File: src/verilog/scs_pkg.sv
// constants shared by the sync clock select block and its testbench
// assumes a single 10 MHz reference clock and an AXI4-Lite register bus
package scs_pkg;
  // register byte offsets
  localparam logic [7:0] ADDR_CTRL     = 8'h00;
  localparam logic [7:0] ADDR_FREQ     = 8'h04;
  localparam logic [7:0] ADDR_STAT     = 8'h08;
  localparam logic [7:0] ADDR_IRQ_STAT = 8'h0C;
  localparam logic [7:0] ADDR_IRQ_MASK = 8'h10;
  localparam logic [7:0] ADDR_BAUD     = 8'h14;
  // control field positions
  localparam int CTRL_EXT_BIT = 0;
  localparam int CTRL_OUT_BIT = 1;
  localparam int CTRL_DIV_LSB = 4;
  localparam int DIV_EXP_W    = 4;
  // status field positions
  localparam int STAT_EXT_BIT  = 0;
  localparam int STAT_DEAD_BIT = 1;
  localparam int STAT_BUSY_BIT = 2;
  // interrupt bit positions
  localparam int IRQ_FALLBACK_BIT = 0;
  localparam int IRQ_LOCK_BIT     = 1;
  localparam int IRQ_RECONF_BIT   = 2;
  localparam int IRQ_W            = 3;
  // operating frequency in kHz, reset is the internal oscillator rate
  localparam int FREQ_W = 20;
  localparam logic [FREQ_W-1:0] FREQ_RST = 20'h03E1C;
  localparam logic [DIV_EXP_W-1:0] DIV_EXP_RST = 4'h1;
  // serial port divisor is derived from the operating frequency
  localparam int KHZ_HZ    = 1000;
  localparam int BAUD_RATE = 115200;
  localparam int BAUD_W    = 16;
  localparam logic [BAUD_W-1:0] BAUD_RST =
    BAUD_W'(int'(FREQ_RST) * KHZ_HZ / BAUD_RATE);
  // timing
  localparam int CLK_PERIOD_NS   = 100;
  localparam int EXT_TIMEOUT_NS  = 10000;
  localparam int EXT_TIMEOUT_CYC =
    (EXT_TIMEOUT_NS + CLK_PERIOD_NS - 1) / CLK_PERIOD_NS;
  localparam int LOCK_EDGES   = 4;
  localparam int INT_TICK_DIV = 2;
  localparam int OUT_CNT_W    = 16;
  // bus responses
  localparam logic [1:0] RESP_OKAY   = 2'h0;
  localparam logic [1:0] RESP_SLVERR = 2'h2;
  // clock source in use
  typedef enum logic [0:0] {SRC_INT, SRC_EXT} scs_src_t;
endpackage

File: src/verilog/scs_div_if.sv
// request and answer lines between the block and its divisor calculator
// assumes both ends sit on the same reference clock
`timescale 1ns/1ps
`default_nettype none
interface scs_div_if;
  logic        start;     // one-cycle request, restarts any run
  logic [31:0] dividend;  // held stable while busy
  logic [31:0] divisor;   // held stable while busy
  logic        busy;      // calculation running
  logic        done;      // one-cycle pulse, quotient valid
  logic [31:0] quotient;  // result, held until next done
  modport req  (output start, dividend, divisor,
                input  busy, done, quotient);
  modport calc (input  start, dividend, divisor,
                output busy, done, quotient);
endinterface
`default_nettype wire

File: src/verilog/scs_div.sv
// serial restoring divider, one quotient bit per clock
// assumes divisor is nonzero; dividend and divisor are captured at start
`timescale 1ns/1ps
`default_nettype none
module scs_div #(
  parameter int W = 32
) (
  // clock and reset
  input  wire logic ref_clk_i,
  input  wire logic rst_b_i,
  // request side
  scs_div_if.calc   div_bus
);
  localparam int SW = $clog2(W);
  localparam logic [SW-1:0] STEP_LAST = SW'(W - 1);

  typedef enum logic [0:0] {SCS_DIV_IDLE, SCS_DIV_RUN} scs_div_state_t;

  scs_div_state_t state;  // idle or running
  logic [SW-1:0]  step;   // bit being produced
  logic [W-1:0]   rem;    // partial remainder
  logic [W-1:0]   quo;    // dividend shifting into quotient
  logic [W-1:0]   dvs;    // captured divisor
  wire  [W:0]     rem_sh; // remainder with next dividend bit
  wire            fits;   // divisor fits, quotient bit is one
  wire  [W:0]     rem_sub;

  assign rem_sh  = {rem, quo[W-1]};
  assign fits    = rem_sh >= {1'b0, dvs};
  assign rem_sub = rem_sh - {1'b0, dvs};

  // a new start aborts a run so the latest frequency always wins
  always_ff @(posedge ref_clk_i) begin
    div_bus.done <= 1'b0;
    if (!rst_b_i) begin
      state            <= SCS_DIV_IDLE;
      step             <= '0;
      rem              <= '0;
      quo              <= '0;
      dvs              <= '0;
      div_bus.busy     <= 1'b0;
      div_bus.quotient <= '0;
    end else if (div_bus.start) begin
      state        <= SCS_DIV_RUN;
      step         <= '0;
      rem          <= '0;
      quo          <= div_bus.dividend;
      dvs          <= div_bus.divisor;
      div_bus.busy <= 1'b1;
    end else begin
      unique case (state)
        SCS_DIV_IDLE: begin
        end
        SCS_DIV_RUN: begin
          rem  <= fits ? rem_sub[W-1:0] : rem_sh[W-1:0];
          quo  <= {quo[W-2:0], fits};
          step <= step + 1'b1;
          // last bit: publish and go idle
          if (step == STEP_LAST) begin
            state            <= SCS_DIV_IDLE;
            div_bus.busy     <= 1'b0;
            div_bus.done     <= 1'b1;
            div_bus.quotient <= {quo[W-2:0], fits};
          end
        end
      endcase
    end
  end
endmodule
`default_nettype wire

File: src/verilog/scs_top.sv
// supervisor clock source select with sync line input/output and
// AXI4-Lite registers
// assumes the sync pin is asynchronous and the bus runs on ref_clk_i
//
// Summary of operation
// run on internal oscillator unless ext selected
// external mode takes clock from sync input
// selected source paces controller and logic ticks
// ext signal stops, fall back to internal
// odd ext frequency needs frequency command
// frequency command recomputes serial port divisor
// sync input and output functions exclude
// output drives internal clock over power-of-two
// output enable and divider set by command
// sync line is shared, bidirectional
// edge timeout declares failure, clean switch back
`timescale 1ns/1ps
`default_nettype none
module scs_top #(
  parameter int TIMEOUT_CYC = scs_pkg::EXT_TIMEOUT_CYC,
  parameter int LOCK_EDGES  = scs_pkg::LOCK_EDGES,
  parameter int TICK_DIV    = scs_pkg::INT_TICK_DIV
) (
  // clock and reset
  input  wire logic        ref_clk_i,
  input  wire logic        rst_b_i,
  // axi4-lite write address and data
  input  wire logic [7:0]  s_axi_awaddr_i,
  input  wire logic        s_axi_awvalid_i,
  output logic             s_axi_awready_o,
  input  wire logic [31:0] s_axi_wdata_i,
  input  wire logic [3:0]  s_axi_wstrb_i,
  input  wire logic        s_axi_wvalid_i,
  output logic             s_axi_wready_o,
  // axi4-lite write response
  output logic [1:0]       s_axi_bresp_o,
  output logic             s_axi_bvalid_o,
  input  wire logic        s_axi_bready_i,
  // axi4-lite read
  input  wire logic [7:0]  s_axi_araddr_i,
  input  wire logic        s_axi_arvalid_i,
  output logic             s_axi_arready_o,
  output logic [31:0]      s_axi_rdata_o,
  output logic [1:0]       s_axi_rresp_o,
  output logic             s_axi_rvalid_o,
  input  wire logic        s_axi_rready_i,
  // shared sync line
  input  wire logic        sync_i,
  output logic             sync_o,
  output logic             sync_oe_o,
  // clock pacing for controller and companion logic
  output logic             sup_tick_o,
  output logic             logic_tick_o,
  output logic             clk_src_ext_o,
  output logic [15:0]      baud_div_o,
  // interrupt
  output logic             irq_o
);
  localparam int IDLE_W = $clog2(TIMEOUT_CYC + 1);
  localparam int GOOD_W = $clog2(LOCK_EDGES + 1);
  localparam int TICK_W = $clog2(TICK_DIV + 1);
  localparam logic [IDLE_W-1:0] IDLE_MAX  = IDLE_W'(TIMEOUT_CYC);
  localparam logic [GOOD_W-1:0] GOOD_MAX  = GOOD_W'(LOCK_EDGES);
  localparam logic [TICK_W-1:0] TICK_LAST = TICK_W'(TICK_DIV - 1);
  localparam int IW = scs_pkg::IRQ_W;
  localparam int DW = scs_pkg::DIV_EXP_W;
  localparam int FW = scs_pkg::FREQ_W;
  localparam int CW = scs_pkg::OUT_CNT_W;

  // bus state
  logic        aw_got;   // write address captured
  logic        w_got;    // write data captured
  logic [7:0]  awaddr_q; // captured write address
  logic [31:0] wdata_q;  // captured write data
  logic [3:0]  wstrb_q;  // captured byte strobes
  // software registers
  logic          ext_sel;   // input function chosen
  logic          out_en;    // output function chosen
  logic [DW-1:0] div_exp;   // output divide exponent
  logic [FW-1:0] freq_khz;  // operating frequency
  logic [IW-1:0] irq_stat;  // sticky events
  logic [IW-1:0] irq_mask;  // interrupt enables
  // sync input path
  logic sync_q1;  // first synchroniser stage, read only by q2
  logic sync_q2;  // synchronised level
  logic sync_q3;  // delayed for edge detect
  logic [IDLE_W-1:0] idle_cnt;  // cycles since last edge
  logic [GOOD_W-1:0] good_cnt;  // edges seen since alive
  scs_pkg::scs_src_t src;       // source in use
  logic [TICK_W-1:0] tick_cnt;  // internal tick prescaler
  logic [CW-1:0]     out_cnt;   // free running output divider
  logic              div_start; // divisor request pulse

  scs_div_if div_bus ();

  // divisor calculator
  scs_div #(
    .W (32)
  ) u_div (
    .ref_clk_i (ref_clk_i),
    .rst_b_i   (rst_b_i),
    .div_bus   (div_bus)
  );

  // handshakes and decode
  wire aw_hs   = s_axi_awvalid_i & s_axi_awready_o;
  wire w_hs    = s_axi_wvalid_i & s_axi_wready_o;
  wire b_hs    = s_axi_bvalid_o & s_axi_bready_i;
  wire ar_hs   = s_axi_arvalid_i & s_axi_arready_o;
  wire r_hs    = s_axi_rvalid_o & s_axi_rready_i;
  wire wr_fire = aw_got & w_got & ~s_axi_bvalid_o;
  wire wr_ctrl = wr_fire & (awaddr_q == scs_pkg::ADDR_CTRL);
  wire wr_freq = wr_fire & (awaddr_q == scs_pkg::ADDR_FREQ);
  wire wr_ist  = wr_fire & (awaddr_q == scs_pkg::ADDR_IRQ_STAT);
  wire wr_imsk = wr_fire & (awaddr_q == scs_pkg::ADDR_IRQ_MASK);
  wire wr_hit  = (awaddr_q == scs_pkg::ADDR_CTRL) |
                 (awaddr_q == scs_pkg::ADDR_FREQ) |
                 (awaddr_q == scs_pkg::ADDR_STAT) |
                 (awaddr_q == scs_pkg::ADDR_IRQ_STAT) |
                 (awaddr_q == scs_pkg::ADDR_IRQ_MASK) |
                 (awaddr_q == scs_pkg::ADDR_BAUD);

  // byte lane merge of the write data
  wire [31:0] wmask = {{8{wstrb_q[3]}}, {8{wstrb_q[2]}},
                       {8{wstrb_q[1]}}, {8{wstrb_q[0]}}};
  wire [31:0] ctrl_word = {24'h000000, div_exp, 2'h0, out_en, ext_sel};
  wire [31:0] ctrl_new  = (ctrl_word & ~wmask) | (wdata_q & wmask);
  wire [31:0] freq_new  = ({12'h000, freq_khz} & ~wmask) |
                          (wdata_q & wmask);
  wire [31:0] mask_new  = ({29'h0, irq_mask} & ~wmask) |
                          (wdata_q & wmask);
  wire [IW-1:0] irq_clr = wr_ist ? (wdata_q[IW-1:0] & wmask[IW-1:0])
                                 : '0;

  // read mux
  wire ext_dead = idle_cnt == IDLE_MAX;
  wire [31:0] stat_word = {29'h0, div_bus.busy, ext_dead,
                           src == scs_pkg::SRC_EXT};
  wire rd_ctrl = s_axi_araddr_i == scs_pkg::ADDR_CTRL;
  wire rd_freq = s_axi_araddr_i == scs_pkg::ADDR_FREQ;
  wire rd_stat = s_axi_araddr_i == scs_pkg::ADDR_STAT;
  wire rd_ist  = s_axi_araddr_i == scs_pkg::ADDR_IRQ_STAT;
  wire rd_imsk = s_axi_araddr_i == scs_pkg::ADDR_IRQ_MASK;
  wire rd_baud = s_axi_araddr_i == scs_pkg::ADDR_BAUD;
  wire rd_hit  = rd_ctrl | rd_freq | rd_stat | rd_ist | rd_imsk | rd_baud;
  wire [31:0] rd_data =
    rd_ctrl ? ctrl_word :
    rd_freq ? {12'h000, freq_khz} :
    rd_stat ? stat_word :
    rd_ist  ? {29'h0, irq_stat} :
    rd_imsk ? {29'h0, irq_mask} :
    rd_baud ? {16'h0000, baud_div_o} : 32'h00000000;

  // write address channel, reopened only after the response
  always_ff @(posedge ref_clk_i) begin
    if (!rst_b_i) begin
      s_axi_awready_o <= 1'b1;
      aw_got          <= 1'b0;
      awaddr_q        <= 8'h00;
    end else if (aw_hs) begin
      s_axi_awready_o <= 1'b0;
      aw_got          <= 1'b1;
      awaddr_q        <= s_axi_awaddr_i;
    end else begin
      if (wr_fire) aw_got <= 1'b0;
      if (b_hs) s_axi_awready_o <= 1'b1;
    end
  end

  // write data channel, taken independently of the address
  always_ff @(posedge ref_clk_i) begin
    if (!rst_b_i) begin
      s_axi_wready_o <= 1'b1;
      w_got          <= 1'b0;
      wdata_q        <= 32'h00000000;
      wstrb_q        <= 4'h0;
    end else if (w_hs) begin
      s_axi_wready_o <= 1'b0;
      w_got          <= 1'b1;
      wdata_q        <= s_axi_wdata_i;
      wstrb_q        <= s_axi_wstrb_i;
    end else begin
      if (wr_fire) w_got <= 1'b0;
      if (b_hs) s_axi_wready_o <= 1'b1;
    end
  end

  // write response, unmapped addresses answer slverr
  always_ff @(posedge ref_clk_i) begin
    if (!rst_b_i) begin
      s_axi_bvalid_o <= 1'b0;
      s_axi_bresp_o  <= scs_pkg::RESP_OKAY;
    end else if (wr_fire) begin
      s_axi_bvalid_o <= 1'b1;
      s_axi_bresp_o  <= wr_hit ? scs_pkg::RESP_OKAY
                               : scs_pkg::RESP_SLVERR;
    end else if (b_hs) begin
      s_axi_bvalid_o <= 1'b0;
    end
  end

  // read channel, one read in flight
  always_ff @(posedge ref_clk_i) begin
    if (!rst_b_i) begin
      s_axi_arready_o <= 1'b1;
      s_axi_rvalid_o  <= 1'b0;
      s_axi_rdata_o   <= 32'h00000000;
      s_axi_rresp_o   <= scs_pkg::RESP_OKAY;
    end else if (ar_hs) begin
      s_axi_arready_o <= 1'b0;
      s_axi_rvalid_o  <= 1'b1;
      s_axi_rdata_o   <= rd_data;
      s_axi_rresp_o   <= rd_hit ? scs_pkg::RESP_OKAY
                                : scs_pkg::RESP_SLVERR;
    end else if (r_hs) begin
      s_axi_arready_o <= 1'b1;
      s_axi_rvalid_o  <= 1'b0;
    end
  end

  // control register; input function wins a write asking for both
  always_ff @(posedge ref_clk_i) begin
    if (!rst_b_i) begin
      // internal after reset
      ext_sel <= 1'b0;
      out_en  <= 1'b0;
      div_exp <= scs_pkg::DIV_EXP_RST;
    end else if (wr_ctrl) begin
      // functions exclude each other
      ext_sel <= ctrl_new[scs_pkg::CTRL_EXT_BIT];
      // output enable command
      out_en  <= ctrl_new[scs_pkg::CTRL_OUT_BIT] &
                 ~ctrl_new[scs_pkg::CTRL_EXT_BIT];
      div_exp <= ctrl_new[scs_pkg::CTRL_DIV_LSB +: DW];
    end
  end

  // frequency command, starts a divisor recomputation
  always_ff @(posedge ref_clk_i) begin
    if (!rst_b_i) begin
      freq_khz  <= scs_pkg::FREQ_RST;
      div_start <= 1'b0;
      irq_mask  <= '0;
    end else begin
      // host reports ext frequency
      div_start <= wr_freq;
      if (wr_freq) freq_khz <= freq_new[FW-1:0];
      if (wr_imsk) irq_mask <= mask_new[IW-1:0];
    end
  end

  // divisor from new frequency
  assign div_bus.start    = div_start;
  assign div_bus.dividend = 32'(freq_khz * scs_pkg::KHZ_HZ);
  assign div_bus.divisor  = 32'(scs_pkg::BAUD_RATE);

  // serial port divisor follows each finished calculation
  always_ff @(posedge ref_clk_i) begin
    if (!rst_b_i) baud_div_o <= scs_pkg::BAUD_RST;
    else if (div_bus.done) baud_div_o <= div_bus.quotient[15:0];
  end

  // sync pin synchroniser and edge history
  always_ff @(posedge ref_clk_i) begin
    if (!rst_b_i) begin
      sync_q1 <= 1'b0;
      sync_q2 <= 1'b0;
      sync_q3 <= 1'b0;
    end else begin
      sync_q1 <= sync_i;
      sync_q2 <= sync_q1;
      sync_q3 <= sync_q2;
    end
  end

  // own drive ignored as input
  wire ext_edge = ext_sel & sync_q2 & ~sync_q3;
  wire ext_good = good_cnt == GOOD_MAX;

  // edge timeout watchdog
  always_ff @(posedge ref_clk_i) begin
    if (!rst_b_i || !ext_sel || ext_edge) idle_cnt <= '0;
    else if (!ext_dead) idle_cnt <= idle_cnt + 1'b1;
  end

  // a dead source must show several edges before it is trusted again
  always_ff @(posedge ref_clk_i) begin
    if (!rst_b_i || !ext_sel || ext_dead) good_cnt <= '0;
    else if (ext_edge && !ext_good) good_cnt <= good_cnt + 1'b1;
  end

  // source switch events
  wire go_ext   = (src == scs_pkg::SRC_INT) & ext_good & ext_edge;
  wire fallback = (src == scs_pkg::SRC_EXT) & ext_dead;

  // source selection, changes only at an edge, a clean timeout or when ext is deselected
  always_ff @(posedge ref_clk_i) begin
    if (!rst_b_i) begin
      src <= scs_pkg::SRC_INT;
    end else begin
      unique case (src)
        scs_pkg::SRC_INT: begin
          // adopt ext on its edge
          if (go_ext) src <= scs_pkg::SRC_EXT;
        end
        scs_pkg::SRC_EXT: begin
          // automatic fallback on failure
          if (!ext_sel || ext_dead) src <= scs_pkg::SRC_INT;
        end
      endcase
    end
  end

  // internal tick prescaler
  wire int_tick = tick_cnt == TICK_LAST;
  always_ff @(posedge ref_clk_i) begin
    if (!rst_b_i || int_tick) tick_cnt <= '0;
    else tick_cnt <= tick_cnt + 1'b1;
  end

  // one tick feeds both
  wire sel_tick = (src == scs_pkg::SRC_EXT) ? ext_edge : int_tick;
  always_ff @(posedge ref_clk_i) begin
    if (!rst_b_i) begin
      sup_tick_o    <= 1'b0;
      logic_tick_o  <= 1'b0;
      clk_src_ext_o <= 1'b0;
    end else begin
      sup_tick_o    <= sel_tick;
      logic_tick_o  <= sel_tick;
      clk_src_ext_o <= src == scs_pkg::SRC_EXT;
    end
  end

  // exponent zero is treated as one since a full-rate copy is impossible
  wire [CW-1:0] next_out_cnt = out_cnt + 1'b1;
  wire [DW-1:0] out_bit = (div_exp == '0) ? '0 : div_exp - 1'b1;
  // no drive until the internal source is back in use
  wire drv_en = out_en & (src == scs_pkg::SRC_INT);

  // divided internal clock out
  always_ff @(posedge ref_clk_i) begin
    if (!rst_b_i) begin
      out_cnt   <= '0;
      sync_o    <= 1'b0;
      sync_oe_o <= 1'b0;
    end else begin
      out_cnt   <= next_out_cnt;
      sync_o    <= drv_en & next_out_cnt[out_bit];
      // drive line only when outputting
      sync_oe_o <= drv_en;
    end
  end

  // interrupt events
  wire [IW-1:0] irq_ev = {div_bus.done, go_ext, fallback};

  // sticky bits, a new event beats a same-cycle clear
  genvar gi;
  generate
    for (gi = 0; gi < IW; gi++) begin : g_irq
      always_ff @(posedge ref_clk_i) begin
        if (!rst_b_i) irq_stat[gi] <= 1'b0;
        else irq_stat[gi] <= irq_ev[gi] | (irq_stat[gi] & ~irq_clr[gi]);
      end
    end
  endgenerate

  // level interrupt, one cycle behind the status bits
  always_ff @(posedge ref_clk_i) begin
    if (!rst_b_i) irq_o <= 1'b0;
    else irq_o <= |(irq_stat & irq_mask);
  end
endmodule
`default_nettype wire

File: config.mk
export PLATFORM = sky130hd
export DESIGN_NAME = scs_top
export DESIGN_NICKNAME = d
export VERILOG_FILES = /design/src/verilog/scs_pkg.sv /design/src/verilog/scs_div_if.sv /design/src/verilog/scs_div.sv /design/src/verilog/scs_top.sv
export SDC_FILE = /design/constraint.sdc
export NUM_CORES = 1
export LEC_CHECK = 0
export BUFFER_PORTS_ARGS = -buffer_cell sky130_fd_sc_hd__buf_2
export CORE_UTILIZATION = 30
export DETAILED_ROUTE_END_ITERATION = 10
export PLACE_DENSITY = 0.47
export SLEW_MARGIN = 25
export SYNTH_ARGS = -nofsm -noshare
export SYNTH_HDL_FRONTEND = slang
export SYNTH_SLANG_ARGS = --single-unit
File: constraint.sdc
create_clock -name ref_clk_i -period 4.5 [get_ports ref_clk_i]
set_clock_uncertainty 0.05 [all_clocks]
set_input_delay 0.225 -clock ref_clk_i [delete_from_list [all_inputs] [get_ports ref_clk_i]]
set_output_delay 0.225 -clock ref_clk_i [all_outputs]
set_load 0.03 [all_outputs]
==> results.toml <==
[run_status]
status = "finished clean"

[logic_synthesis]
syn_inst = 1505
synthArstFlopShare_pct = 0
synth_edf_count = 0
synth_flop_cell = "dfxtp_1"
syn_area_um2 = 13300
synth_seq_cells = 235
ys_warn_count = 0
yosysTopAreaCell = "dfxtp_1"
ys_types = 70
yosys.area.top_type_share_pct = 35.4
synthTopCellsByArea = "dfxtp_1, fa_1, ha_1"
synth.avg_cell_area_um2 = 8.84
seq_area_frac_synth_pct = 35.4

[sta]
fmax_mhz = 226
hold_violations = 0
drv_slew = 0
setup_violations = 0
finalCritPeriodShare_pct = 98.2
slew_headroom_pct = 33.7
rsz0062_at_grt = "yes"
tightest_slew_ps = 992
holdWs_ps = 47.1
fin_crit_ps = 4420

[min_path]
worstHoldPathCells = 3
hp-class = "in -> reg"

[layout]
seqCellArea_um2 = 4720
instances_no_fill = 2283
design_area_um2 = 16300
n_fill_cell = 4516
multiInputGateArea_um2 = 8020
finalNetCount = 1883
final_cell_mix = "dfxtp_1, nand2_1, nor2_1"
area_growth_syn_to_layout_pct = 22.7
n_antenna_cell = 0
layout_commonest_cell = "dfxtp_1"
drive_gt1_share_pct = 17.1

[grt]
grt_pass1_vias = 11120
grt_use_total_pct = 16.1
grt_overflow = 0
grt_max_degree = 76
antenna_found_initial = 0
grt_first_pass_wirelength_mm = 58.3

[setup_path]
cp.required_ps = 4890
crit_fanout = 4
cp_slowest_cell = "fa_1"
critPathBufInv = 3
reg2regPathDepth = 15
critPathLaunchType = "register"
crit_top_cell = "fa_1"
cpLargestDelayFamily = "adder cells"
max_stage_delay_ps = 570
path_cells = "inv_4, buf_6, fa_1, fa_2, fa_1, fa_1, inv_2, ha_4, and3_4, a221oi_4, a22oi_2, a21o_1, a21oi_4, nor4_2, or3_1"
arrival_ps = 4810
crit_path_end_kind = "register"
path_class = "reg -> reg"
crit_cells = 15

[placement]
gp_congestion = 0.846
port_buffers = 95
placedInstanceArea_um2 = 14800
place_inst = 2191
dp_hpwl_mm = 25.9

[floorplan]
die_y_um = 213
initial_utilization_pct = 30.6
core_area_um2 = 43500
dieArea_um2 = 45200
ios = 123
fp.dieW_um = 213
std_cell_rows = 76

[routing]
vias = 10832
wl_mm = 35.2
drc = 0
firstDrtPassIters = 5
viasPerCell = 4.74
ant_nets = 0
drtIter0Drc = 569
routedWlPerCell_um = 15.4

[cts]
cts_max_level = 1
cts_tree = "yes"
clock_sinks = 235
cts_buffer_depth = 3
clk_pin_slew_ps = 60
clk_latency_ps = 560
cts-root-buf = "clkbuf_16"
cts-buffers-inserted = 28

[power_and_ir_drop]
power_per_cell_area_nw_per_um2 = 287
power_leakage_nw = 6.74
ir_drop_mv = 0.226

[job]
cap_violations = 0
-- metrics by stage --
| stage | total power, mW | utilization [%] | setup WS (ps) | TNS, ps |
|---|---|---|---|---|
| 2_1_floorplan | 2.36 | - | 27.3 | 0 |
| 3_3_place_gp | 2.43 | 34.0 | -132 | -234 |
| 3_5_place_dp | 2.44 | 34.0 | -169 | -549 |
| 4_1_cts | 4.75 | 37.0 | 1.14 | 0 |
| 5_1_grt | 4.88 | 37.6 | -108 | -318 |
| 6_report | 4.68 | 37.6 | 81.3 | 0 |
-- path summary, 6_finish.rpt --
check / endpoint / slack [ps] / startpoint
worst max register to register: u_div.quo[22]$_SDFFE_PN0P_ / 80 / register
worst max-delay path: u_div.quo[22]$_SDFFE_PN0P_ / 80 / register
worst min-delay path: s_axi_rresp_o[1]$_SDFFE_PN0P_ / 50 / s_axi_araddr_i[3]
worst min register to register: sync_q2$_SDFF_PN0_ / 380 / sync_q1$_SDFF_PN0_
-- layout make-up --
cell class              count  share of cell area (%)
inverters                 124                    2.88
clock inverters            13                   0.874
repair buffers            212                    8.97
clock buffers              38                    4.77
well taps                 585                    4.48
flip-flops and latches    235                    28.9
multi-input cells        1076                    49.1
-- power breakdown --
part           total (mW)  switching, mW  internal, mW
clock                2.27          0.930          1.34
sequential           2.14         0.0258          2.11
combinational       0.278          0.175         0.103
-- repair_timing --
| item | in CTS | in global routing |
|---|---|---|
| hold endpoints to repair | 40 | 0 |
| hold buffers | 35 | 0 |
| gates resized for setup | 7 | 51 |
| setup endpoints to repair | 9 | 13 |
| setup buffers | 1 | 5 |
| pin swaps | 7 | 40 |
| cloned | 0 | 0 |
-- cells by family (layout without fill, tap and decap cells) --
| logic type | count (synthesis) | count (layout) | synth area share, % |
|---|---|---|---|
| AND/OR/NAND/NOR | 486 | 486 | 16.9 |
| AO/OA/AOI/OAI | 310 | 310 | 15.0 |
| flip-flops | 235 | 235 | 35.4 |
| buffers and inverters | 207 | 387 | 6.35 |
| adder cells (fa/ha/maj) | 146 | 146 | 17.7 |
| multiplexers | 64 | 64 | 5.04 |
| XOR/XNOR | 56 | 56 | 3.69 |
| other | 1 | 14 | 0.0282 |
-- Yosys cell counts, drive strengths merged, types with 33 or more instances --
master / instances
fa: 70
a211oi: 37
nor2: 149
ha: 76
a21oi: 117
nand2: 172
clkbuf: 60
dfxtp: 235
o21ai: 42
mux2i: 58
nand3: 33
inv: 124
-- layer usage --
layer	wire, µm	GRT usage, %	vias to the layer above
met2	17100	28.1	106
met4	720	3.85	0
met3	960	2.26	44
met1	16400	20.8	5201
met5	0	0	-
li1	-	-	5481
-- worst reg2reg max path, cell delays in order, from the launching register on --
cell,delay [ps]
dfxtp_2,350
inv_4,60
buf_6,110
fa_1,480
fa_2,540
fa_1,440
fa_1,570
inv_2,50
ha_4,210
and3_4,150
a221oi_4,320
a22oi_2,150
a21o_1,230
a21oi_4,200
nor4_2,50
or3_1,370
Note: power is estimated with default switching activity, not from simulation.
